[src/design/trig_seq_regs.vh]
/*
 * Constants of the trigger sequencer: register offsets, field positions,
 * reset values and timing figures.
 * Assumes inclusion by bare name from design files of this block.
 */
`ifndef TRIG_SEQ_REGS_VH
`define TRIG_SEQ_REGS_VH

// Register byte offsets
`define OFF_MODE_REG_ZERO 12'h000
`define OFF_MODE1 12'h004
`define OFF_STOP 12'h008
`define OFF_PAGE 12'h00c
`define OFF_CFG 12'h010
`define OFF_EN 12'h014
`define OFF_STATUS 12'h018
`define OFF_INT_STAT 12'h01c
`define OFF_INT_MASK 12'h020
`define OFF_CMD 12'h024
`define OFF_ROW_SEL 12'h028

// Reset values
`define RST_MODE 8'hff
`define RST_STOP 5'h1f
`define RST_PAGE 5'h00
`define RST_CFG 8'h00
`define RST_EN 8'hff
`define RST_MASK 10'h000
`define RST_SAMPLE 8'h80

// Mode register 0 fields
`define M0_LED_FLASH 7
`define M0_LEDB_SEL 6
`define M0_DEB_LONG 4
`define M0_STOPA_SEL 2
// Mode register 1 fields
`define M1_LED_ALT 5
`define M1_LED1_SECT 4

// Config register fields
`define CFG_RATE_LSB 0
`define CFG_RATE_MSB 1
`define CFG_PWM 2
`define CFG_PMODE_LSB 3
`define CFG_PMODE_MSB 4
`define CFG_LED_ON 5

// Command register fields
`define CMD_JUMP 0
`define CMD_DONE 1

// Page modes
`define PMODE_1 2'h0
`define PMODE_8 2'h1
`define PMODE_16 2'h2

// Init voice group
`define INIT_GROUP 11'h020

// Timing in microseconds, clock rate in MHz
`define POR_DELAY_US 160000
`define DEB_LONG_US 50000
`define DEB_SHORT_US 400
`define LED_HALF_US 166666
`define CLK_MHZ 40

`endif

[src/design/trig_debounce.v]
/*
 * Debouncer for one trigger input with rise and fall event pulses.
 * Assumes the input is already synchronised to pclk.
 */
`timescale 1ns/1ps
module trig_debounce #(
    parameter CW = 21
) (
    input wire pclk,
    input wire presetn,
    input wire din,
    input wire [CW-1:0] limit,
    output reg level_r,
    output reg rise_r,
    output reg fall_r
);
    reg [CW-1:0] cnt_r;

    // Level accepted only after it holds for limit+1 cycles
    always @(posedge pclk or negedge presetn) begin
        if (!presetn) begin
            cnt_r <= {CW{1'b0}};
            level_r <= 1'b1;
            rise_r <= 1'b0;
            fall_r <= 1'b0;
        end else begin
            rise_r <= 1'b0;
            fall_r <= 1'b0;
            if (din == level_r) begin
                cnt_r <= {CW{1'b0}};
            end else if (cnt_r >= limit) begin
                cnt_r <= {CW{1'b0}};
                level_r <= din;
                rise_r <= din;
                fall_r <= ~din;
            end else begin
                cnt_r <= cnt_r + 1'b1;
            end
        end
    end
endmodule

[src/design/speech_trigger_sequencer.v]
/*
 * Control sequencer: power-on delay and init program, debounced triggers
 * with matrix scan, priority grant, stop/busy/LED pins, audio form select.
 * Assumes an APB master on pclk and trigger pins from outside the domain.
 */
// The placing of the registers and the APB interface to the registers are this design's own decisions.
`timescale 1ns/1ps
`include "trig_seq_regs.vh"

module speech_trigger_sequencer #(
    parameter POR_CYCLES = `POR_DELAY_US * `CLK_MHZ,
    parameter DEB_LONG_CYCLES = `DEB_LONG_US * `CLK_MHZ,
    parameter DEB_SHORT_CYCLES = `DEB_SHORT_US * `CLK_MHZ,
    parameter LED_HALF_CYCLES = `LED_HALF_US * `CLK_MHZ,
    parameter NROW = 6
) (
    input wire pclk,
    input wire presetn,
    input wire psel,
    input wire penable,
    input wire pwrite,
    input wire [11:0] paddr,
    input wire [31:0] pwdata,
    output reg [31:0] prdata,
    output reg pready,
    output reg pslverr,
    input wire [3:0] trig_pin,
    output reg [NROW-1:0] scan_row_r,
    output reg led_a_r,
    output reg stop_a_or_busy_pin,
    output reg stop_b_out,
    output reg led_b_or_stop_c_pin,
    output reg stop_d_out,
    output reg stop_e_out,
    output reg audio_pos_out,
    output reg audio_neg_out,
    output reg grant_valid_r,
    output reg [3:0] grant_id_r,
    output reg [10:0] grant_group_r,
    output reg irq_r
);
    localparam CW = 24;
    localparam NREQ = 10;
    localparam ST_POR = 2'h0;
    localparam ST_INIT = 2'h1;
    localparam ST_RUN = 2'h2;

    // Software visible registers and internal state
    reg [7:0] mode_reg_zero_r;
    reg [7:0] mode1_r;
    reg [4:0] stop_r;
    reg [4:0] page_r;
    reg [7:0] cfg_r;
    reg [7:0] en_r;
    reg [NREQ-1:0] int_stat_r;
    reg [NREQ-1:0] int_mask_r;
    reg [1:0] state_r;
    reg [CW-1:0] por_cnt_r;
    reg [NREQ-1:0] pend_r;
    reg busy_r;
    reg [2:0] row_r;
    reg [7:0] jump_group_r;
    reg [CW-1:0] led_cnt_r;
    reg led_ph_r;
    reg [7:0] pwm_cnt_r;
    reg [7:0] sample_r;
    reg [3:0] sync1_r;
    reg [3:0] sync2_r;
    reg [4*NROW-1:0] key_r;

    wire [3:0] lvl;
    wire [3:0] rise;
    wire [3:0] fall;
    wire [CW-1:0] deb_limit;
    wire wr_en;
    wire rd_en;
    wire jump_wr;
    wire done_wr;
    wire [NREQ-1:0] new_req;
    wire [NREQ-1:0] all_req;
    reg [NREQ-1:0] win;
    reg [3:0] win_id;
    reg [10:0] grp_nxt;
    integer k;

    assign wr_en = psel && penable && pwrite;
    assign rd_en = psel && penable && !pwrite;
    assign jump_wr = wr_en && (paddr == `OFF_CMD) && pwdata[`CMD_JUMP];
    assign done_wr = wr_en && (paddr == `OFF_CMD) && pwdata[`CMD_DONE];

    // Debounce time chosen by mode 0 bit 4
    assign deb_limit = mode_reg_zero_r[`M0_DEB_LONG] ? DEB_LONG_CYCLES[CW-1:0]
                                             : DEB_SHORT_CYCLES[CW-1:0];

    // Two-stage pin synchroniser
    always @(posedge pclk or negedge presetn) begin
        if (!presetn) begin
            sync1_r <= 4'hf;
            sync2_r <= 4'hf;
        end else begin
            sync1_r <= trig_pin;
            sync2_r <= sync1_r;
        end
    end

    // One debouncer per direct trigger
    genvar g;
    generate
        for (g = 0; g < 4; g = g + 1) begin : deb
            trig_debounce #(.CW(CW)) u_deb (
                .pclk(pclk),
                .presetn(presetn),
                .din(sync2_r[g]),
                .limit(deb_limit),
                .level_r(lvl[g]),
                .rise_r(rise[g]),
                .fall_r(fall[g])
            );
        end
    endgenerate

    // Matrix scan: row walks when the low ten bits of the LED counter are zero, keys latched per row
    always @(posedge pclk or negedge presetn) begin
        if (!presetn) begin
            row_r <= 3'h0;
            scan_row_r <= {NROW{1'b1}};
            key_r <= {4*NROW{1'b1}};
        end else begin
            if (led_cnt_r[9:0] == 10'h000) begin
                key_r[row_r*4 +: 4] <= lvl;
                row_r <= (row_r == NROW - 1) ? 3'h0 : row_r + 3'h1;
            end
            scan_row_r <= ~({{(NROW-1){1'b0}}, 1'b1} << row_r);
        end
    end

    // Request vector, index 0 highest: init, t1f,t1r,t2f,t2r,t5f,t5r,t6f,t6r, jump
    assign new_req = {jump_wr,
                      rise[3] & en_r[5], fall[3] & en_r[1],
                      rise[2] & en_r[4], fall[2] & en_r[0],
                      rise[1] & en_r[5], fall[1] & en_r[1],
                      rise[0] & en_r[4], fall[0] & en_r[0],
                      1'b0};
    assign all_req = pend_r | new_req;

    // Fixed priority pick, lowest index wins
    always @* begin
        win = {NREQ{1'b0}};
        win_id = 4'h0;
        for (k = NREQ - 1; k >= 0; k = k - 1) begin
            if (all_req[k]) begin
                win = {NREQ{1'b0}};
                win[k] = 1'b1;
                win_id = k[3:0];
            end
        end
    end

    // Group address of the winner, masked by page mode
    always @* begin
        if (win_id == 4'h0) begin
            grp_nxt = `INIT_GROUP;
        end else if (win_id == 4'h9) begin
            grp_nxt = {3'h0, jump_group_r};
        end else begin
            grp_nxt = {7'h00, win_id};
        end
        case (cfg_r[`CFG_PMODE_MSB:`CFG_PMODE_LSB])
            `PMODE_1: grp_nxt = {3'h0, grp_nxt[7:0]};
            `PMODE_8: grp_nxt = {page_r[2:0], grp_nxt[7:0]};
            `PMODE_16: grp_nxt = {page_r[3:0], grp_nxt[6:0]};
            default: grp_nxt = {page_r[4:0], grp_nxt[5:0]};
        endcase
    end

    // Power-on sequence and grant engine
    always @(posedge pclk or negedge presetn) begin
        if (!presetn) begin
            state_r <= ST_POR;
            por_cnt_r <= {CW{1'b0}};
            pend_r <= {NREQ{1'b0}};
            busy_r <= 1'b0;
            grant_valid_r <= 1'b0;
            grant_id_r <= 4'h0;
            grant_group_r <= 11'h000;
        end else begin
            grant_valid_r <= 1'b0;
            case (state_r)
                ST_POR: begin
                    pend_r <= pend_r | new_req;
                    if (por_cnt_r >= POR_CYCLES[CW-1:0] - 1'b1) begin
                        state_r <= ST_INIT;
                        pend_r <= pend_r | new_req | {{(NREQ-1){1'b0}}, 1'b1};
                    end else begin
                        por_cnt_r <= por_cnt_r + 1'b1;
                    end
                end
                ST_INIT, ST_RUN: begin
                    if (!busy_r && all_req != {NREQ{1'b0}}) begin
                        pend_r <= all_req & ~win;
                        busy_r <= 1'b1;
                        grant_valid_r <= 1'b1;
                        grant_id_r <= win_id;
                        grant_group_r <= grp_nxt;
                    end else begin
                        pend_r <= all_req;
                    end
                    if (busy_r && done_wr) begin
                        busy_r <= 1'b0;
                        state_r <= ST_RUN;
                    end
                end
                default: state_r <= ST_POR;
            endcase
        end
    end

    // LED flash timebase and sample-rate PWM counter
    always @(posedge pclk or negedge presetn) begin
        if (!presetn) begin
            led_cnt_r <= {CW{1'b0}};
            led_ph_r <= 1'b0;
            pwm_cnt_r <= 8'h00;
        end else begin
            pwm_cnt_r <= pwm_cnt_r + 8'h01 + {6'h00, cfg_r[`CFG_RATE_MSB:`CFG_RATE_LSB]};
            if (led_cnt_r >= LED_HALF_CYCLES[CW-1:0] - 1'b1) begin
                led_cnt_r <= {CW{1'b0}};
                led_ph_r <= ~led_ph_r;
            end else begin
                led_cnt_r <= led_cnt_r + 1'b1;
            end
        end
    end

    // Output pins, all registered
    always @(posedge pclk or negedge presetn) begin
        if (!presetn) begin
            led_a_r <= 1'b0;
            stop_a_or_busy_pin <= 1'b0;
            stop_b_out <= 1'b0;
            led_b_or_stop_c_pin <= 1'b0;
            stop_d_out <= 1'b0;
            stop_e_out <= 1'b0;
            audio_pos_out <= 1'b0;
            audio_neg_out <= 1'b0;
        end else begin
            led_a_r <= busy_r && cfg_r[`CFG_LED_ON] && mode1_r[`M1_LED1_SECT] &&
                       (!mode_reg_zero_r[`M0_LED_FLASH] || led_ph_r);
            stop_a_or_busy_pin <= mode_reg_zero_r[`M0_STOPA_SEL] ? stop_r[0] : busy_r;
            stop_b_out <= stop_r[1];
            led_b_or_stop_c_pin <= mode_reg_zero_r[`M0_LEDB_SEL] ?
                (busy_r && cfg_r[`CFG_LED_ON] &&
                 (!mode_reg_zero_r[`M0_LED_FLASH] || (led_ph_r ^ mode1_r[`M1_LED_ALT]))) : stop_r[2];
            stop_d_out <= stop_r[3];
            stop_e_out <= stop_r[4];
            if (cfg_r[`CFG_PWM]) begin
                audio_pos_out <= busy_r && (pwm_cnt_r < sample_r);
                audio_neg_out <= busy_r && (pwm_cnt_r >= sample_r);
            end else begin
                audio_pos_out <= busy_r && sample_r[7];
                audio_neg_out <= 1'b0;
            end
        end
    end

    // APB register writes
    always @(posedge pclk or negedge presetn) begin
        if (!presetn) begin
            mode_reg_zero_r <= `RST_MODE;
            mode1_r <= `RST_MODE;
            stop_r <= `RST_STOP;
            page_r <= `RST_PAGE;
            cfg_r <= `RST_CFG;
            en_r <= `RST_EN;
            int_mask_r <= `RST_MASK;
            jump_group_r <= 8'h00;
            sample_r <= `RST_SAMPLE;
        end else if (wr_en) begin
            case (paddr)
                `OFF_MODE_REG_ZERO: mode_reg_zero_r <= pwdata[7:0];
                `OFF_MODE1: mode1_r <= pwdata[7:0];
                `OFF_STOP: stop_r <= pwdata[4:0];
                `OFF_PAGE: page_r <= pwdata[4:0];
                `OFF_CFG: cfg_r <= pwdata[7:0];
                `OFF_EN: en_r <= pwdata[7:0];
                `OFF_INT_MASK: int_mask_r <= pwdata[NREQ-1:0];
                `OFF_CMD: begin
                    jump_group_r <= pwdata[15:8];
                    sample_r <= pwdata[23:16];
                end
                default: ;
            endcase
        end
    end

    // Sticky grant events, write one to clear, set wins
    always @(posedge pclk or negedge presetn) begin
        if (!presetn) begin
            int_stat_r <= {NREQ{1'b0}};
            irq_r <= 1'b0;
        end else begin
            if (wr_en && paddr == `OFF_INT_STAT) begin
                int_stat_r <= (int_stat_r & ~pwdata[NREQ-1:0]) |
                              (grant_valid_r ? ({{(NREQ-1){1'b0}}, 1'b1} << grant_id_r) :
                               {NREQ{1'b0}});
            end else if (grant_valid_r) begin
                int_stat_r <= int_stat_r | ({{(NREQ-1){1'b0}}, 1'b1} << grant_id_r);
            end
            irq_r <= |(int_stat_r & int_mask_r);
        end
    end

    // APB read path and answer, ready in access cycle
    always @(posedge pclk or negedge presetn) begin
        if (!presetn) begin
            prdata <= 32'h00000000;
            pready <= 1'b0;
            pslverr <= 1'b0;
        end else begin
            pready <= psel && !penable;
            pslverr <= 1'b0;
            if (psel && !penable && !pwrite) begin
                case (paddr)
                    `OFF_MODE_REG_ZERO: prdata <= {24'h000000, mode_reg_zero_r};
                    `OFF_MODE1: prdata <= {24'h000000, mode1_r};
                    `OFF_STOP: prdata <= {27'h0, stop_r};
                    `OFF_PAGE: prdata <= {27'h0, page_r};
                    `OFF_CFG: prdata <= {24'h000000, cfg_r};
                    `OFF_EN: prdata <= {24'h000000, en_r};
                    `OFF_STATUS: prdata <= {12'h000, grant_group_r, 2'h0, lvl, busy_r, state_r};
                    `OFF_INT_STAT: prdata <= {22'h0, int_stat_r};
                    `OFF_INT_MASK: prdata <= {22'h0, int_mask_r};
                    `OFF_ROW_SEL: prdata <= {8'h00, key_r};
                    default: prdata <= 32'h00000000;
                endcase
            end
        end
    end
endmodule

[config.mk]
export PLATFORM = sky130hd
export DESIGN_NAME = speech_trigger_sequencer
export DESIGN_NICKNAME = d
export VERILOG_FILES = /design/src/design/trig_debounce.v /design/src/design/speech_trigger_sequencer.v
export VERILOG_INCLUDE_DIRS = /design/src /design/src/design
export SDC_FILE = /design/constraint.sdc
export NUM_CORES = 1
export LEC_CHECK = 0
export CORE_MARGIN = 5
export CORE_UTILIZATION = 55
export CTS_CLUSTER_SIZE = 28
export DETAILED_ROUTE_END_ITERATION = 6
export DONT_BUFFER_PORTS = 1
export MAX_ROUTING_LAYER = met4
export PLACE_DENSITY = 0.7
export SLEW_MARGIN = 20
export SYNTH_ARGS = -nofsm -noshare
export SYNTH_HDL_FRONTEND = slang
export SYNTH_SLANG_ARGS = --single-unit
[constraint.sdc]
create_clock -name pclk -period 3.85 [get_ports pclk]
set_input_delay 0.385 -clock pclk [delete_from_list [all_inputs] [get_ports pclk]]
set_output_delay 0.385 -clock pclk [all_outputs]
set_load 0.05 [all_outputs]
==> flow_metrics.env <==
export IMPL_outcome="finished with violations"
export IMPL_violations="negative hold slack"
export IMPL_globalRoute_totalOverflow=0
export IMPL_tritoncts_num_buffers=37
export IMPL_leakagePower_nw=8.21
export IMPL_crit_path_max_fanout=22
export IMPL_sink_count_of_the_clock_tree=347
export IMPL_cts_htree_levels=2
export IMPL_synth_area_um2=17500
export IMPL_synth_lib_cells_used_distinct=92
export IMPL_min_path_type="input pin to async pin"
export IMPL_cp_data_arrival_time_ns=3.52
export IMPL_ctsResizeCount=0
export IMPL_dp_worst_setup_slack_ns=0.737
export IMPL_synth_avg_cell_area_um2=10.8
export IMPL_endpoint="deb[1].u_deb.cnt_r[2]"
export IMPL_worstSkewPairLatency_ns=0.53
export IMPL_most_common_library_cell_in_the_layout_ignoring_fill_and_taps="dfrtp_1"
export IMPL_period_minus_slack_ns=3.11
export IMPL_critical_path_startpoint="mode_reg_zero_r[4]"
export IMPL_setup_reg_to_reg_worst_slack_ns=0.74
export IMPL_cts_root_buffer="clkbuf_16"
export IMPL_fmax_mhz=321
export IMPL_dpl_hpwl_um=27000
export IMPL_synthFlopType="dfrtp_1"
export IMPL_synth_seq_area_share=0.502
export IMPL_sequential_cell_area_um2=8770
export IMPL_regToRegStartpoint="mode_reg_zero_r[4]"
export IMPL_peakVddDrop_mv=0.359
export IMPL_rsz0062_at_grt="no"
export IMPL_fp_dieW_um=188
export IMPL_finish_net_count=1758
export IMPL_routedWlPerCell_um=19.5
export IMPL_final_antenna_net_count=0
export IMPL_total_grt_usage=0.234
export IMPL_worst_pin_slew_ns=1.03
export IMPL_clockBufferDepth=3
export IMPL_first_global_vias=12400
export IMPL_timing_max_cap_violations=0
export IMPL_core_area_um2=31500
export IMPL_multi_input_comb_area_um2=8160
export IMPL_timing_final_ws_setup_ns=0.740
export IMPL_finalSetupTns_ns=0
export IMPL_synth_async_sr_flop_share=1.00
export IMPL_most_common_layout_cells="275 x dfrtp_1, 127 x nand2_1, 107 x nor3_1"
export IMPL_whs_ns=-0.448
export IMPL_cts_tree="built"
export IMPL_nFillCells=2497
export IMPL_post_route_drc_count=0
export IMPL_skew_ns=0.0266
export IMPL_grt_pass1_wl_um=66900
export IMPL_largest_net_degree_at_the_start_of_global_routing=348
export IMPL_drt_iter0_drc=910
export IMPL_wl_um=40300
export IMPL_post_drt_via_cell_ratio=6.02
export IMPL_portBuffers=0
export IMPL_insertedDiodeCount=0
export IMPL_floorplan_io_pins=118
export IMPL_synthesis_yosys_warnings=0
export IMPL_layout_drive_gt1_share=0.166
export IMPL_clk_pin_slew_ns=0.06
export IMPL_area_growth_synth_to_final_pct=10.7
export IMPL_fp_dieArea_um2=35500
export IMPL_final_min_period_over_clock_period=0.808
export IMPL_cts_hold_buf=28
export IMPL_synthCells=1616
export IMPL_critical_path_reg2reg_endpoint="deb[1].u_deb.cnt_r[2]"
export IMPL_timing_final_max_slew_violations=0
export IMPL_cp_start_kind="flip-flop"
export IMPL_final_hold_viol_count=331
export IMPL_die_height_um=188
export IMPL_timing_reg2reg_worst_path_depth=8
export IMPL_dr_pass1_iters=5
export IMPL_timing_critical_path_required_ns=4.26
export IMPL_setup_viol_count_final=0
export IMPL_ratio_of_total_power_to_cell_area_nw_per_um2=449
export IMPL_grt_antenna_before_repair=0
export IMPL_initial_utilization=0.556
export IMPL_cp_end_kind="flip-flop"
export IMPL_ys_ff_latch=347
export IMPL_cts_repair_timing_setup_buffer_count=0
export IMPL_gp_congestion=0.883
export IMPL_maxSlewHeadroom=0.310
export IMPL_edff_count_synth=0
export IMPL_timing_setup_critical_path_class="flip-flop to flip-flop"
export IMPL_via_count=12500
export IMPL_placementRows=65
## cells in the mapped netlist (39+ instances only)
cell type    n  share of area
clkbuf_1    45         0.0097
nand2_1    127          0.027
ha_1        66          0.047
xnor2_1     83          0.042
xor2_1      44          0.022
o21ai_0     47          0.013
nor2_1      88          0.019
dfrtp_1    275           0.39
dfstp_2     72           0.11
nand4_1     39          0.014
mux2_2      81          0.052
inv_1       73          0.016
nor3_1     107          0.031
nand3_1     57          0.016
## cell type report
| cell class | instances | area share |
|---|---|---|
| Sequential cell | 347 | 0.453 |
| Inverter | 73 | 0.0141 |
| Clock buffer | 44 | 0.0518 |
| Timing Repair Buffer | 39 | 0.0187 |
| Multi-Input combinational cell | 1140 | 0.421 |
| Tap cell | 402 | 0.0260 |
| Clock inverter | 24 | 0.0151 |
## power breakdown
part	switching (W)	internal (W)
Combinational	0.000356	0.000316
Clock	0.00151	0.00223
Sequential	0.000295	0.00399
Total	0.00216	0.00653
## critical path: stages, from the launching register on
cell and delay, ns:
dfstp_2 0.52, inv_1 0.34, ha_1 0.44, o21ai_0 0.07
a21boi_0 0.11, a2111oi_0 0.77, a31oi_2 0.21, buf_4 0.26
nor4_1 0.26
## flip-flops by register name (all words and copies together), names as in the netlist, 10 cells and up
register / count
key_r: 24
por_cnt_r: 24
int_mask_r: 10
grant_group_r: 11
pend_r: 10
int_stat_r: 10
led_cnt_r: 24
deb.u_deb.cnt_r: 96
prdata: 24
## cells by family after synthesis
kind of cell / count (synthesis) / share of synthesized area
DFF: 347 / 0.502
and+or+nand+nor: 571 / 0.176
xor gates and xnor gates: 127 / 0.0636
buffers and inverters: 146 / 0.0367
muxes: 105 / 0.0702
other: 1 / 0.000214
adders and majority gates: 67 / 0.0483
AOI/OAI and AO/OA: 252 / 0.104
## metal layers
layer	track usage	up-vias	wire, um
met5	-	-	0
met4	0.0746	0	1400
met3	0.0393	91	2290
met2	0.371	344	19000
met1	0.312	6148	17600
li1	-	5878	-
## through the flow
step / total power (W) / area (um^2) / std cells / hold slack (ns) / utilization
2_1_floorplan: 0.00481 / 17600 / 1633 / 0.0894 / -
3_3_place_gp: 0.00494 / 17800 / 1973 / 0.0986 / 0.565
3_5_place_dp: 0.00498 / 17800 / 1973 / 0.0986 / 0.565
4_1_cts: 0.00877 / 19400 / 2069 / -0.460 / 0.615
5_1_grt: 0.00905 / 19400 / 2069 / -0.460 / 0.615
6_report: 0.00869 / 19400 / 2069 / -0.448 / 0.615
## worst min path at each step
stage,startpoint,slack (ns),end
floorplan,presetn,0.09,audio_neg_out
global placement,presetn,0.1,led_cnt_r[16]
detailed placement,presetn,0.1,led_cnt_r[17]
CTS,presetn,-0.46,cfg_r[0]
global route,presetn,-0.46,led_cnt_r[16]
finish,presetn,-0.45,led_cnt_r[16]
No activity file was read; power rests on OpenSTA's default activity.
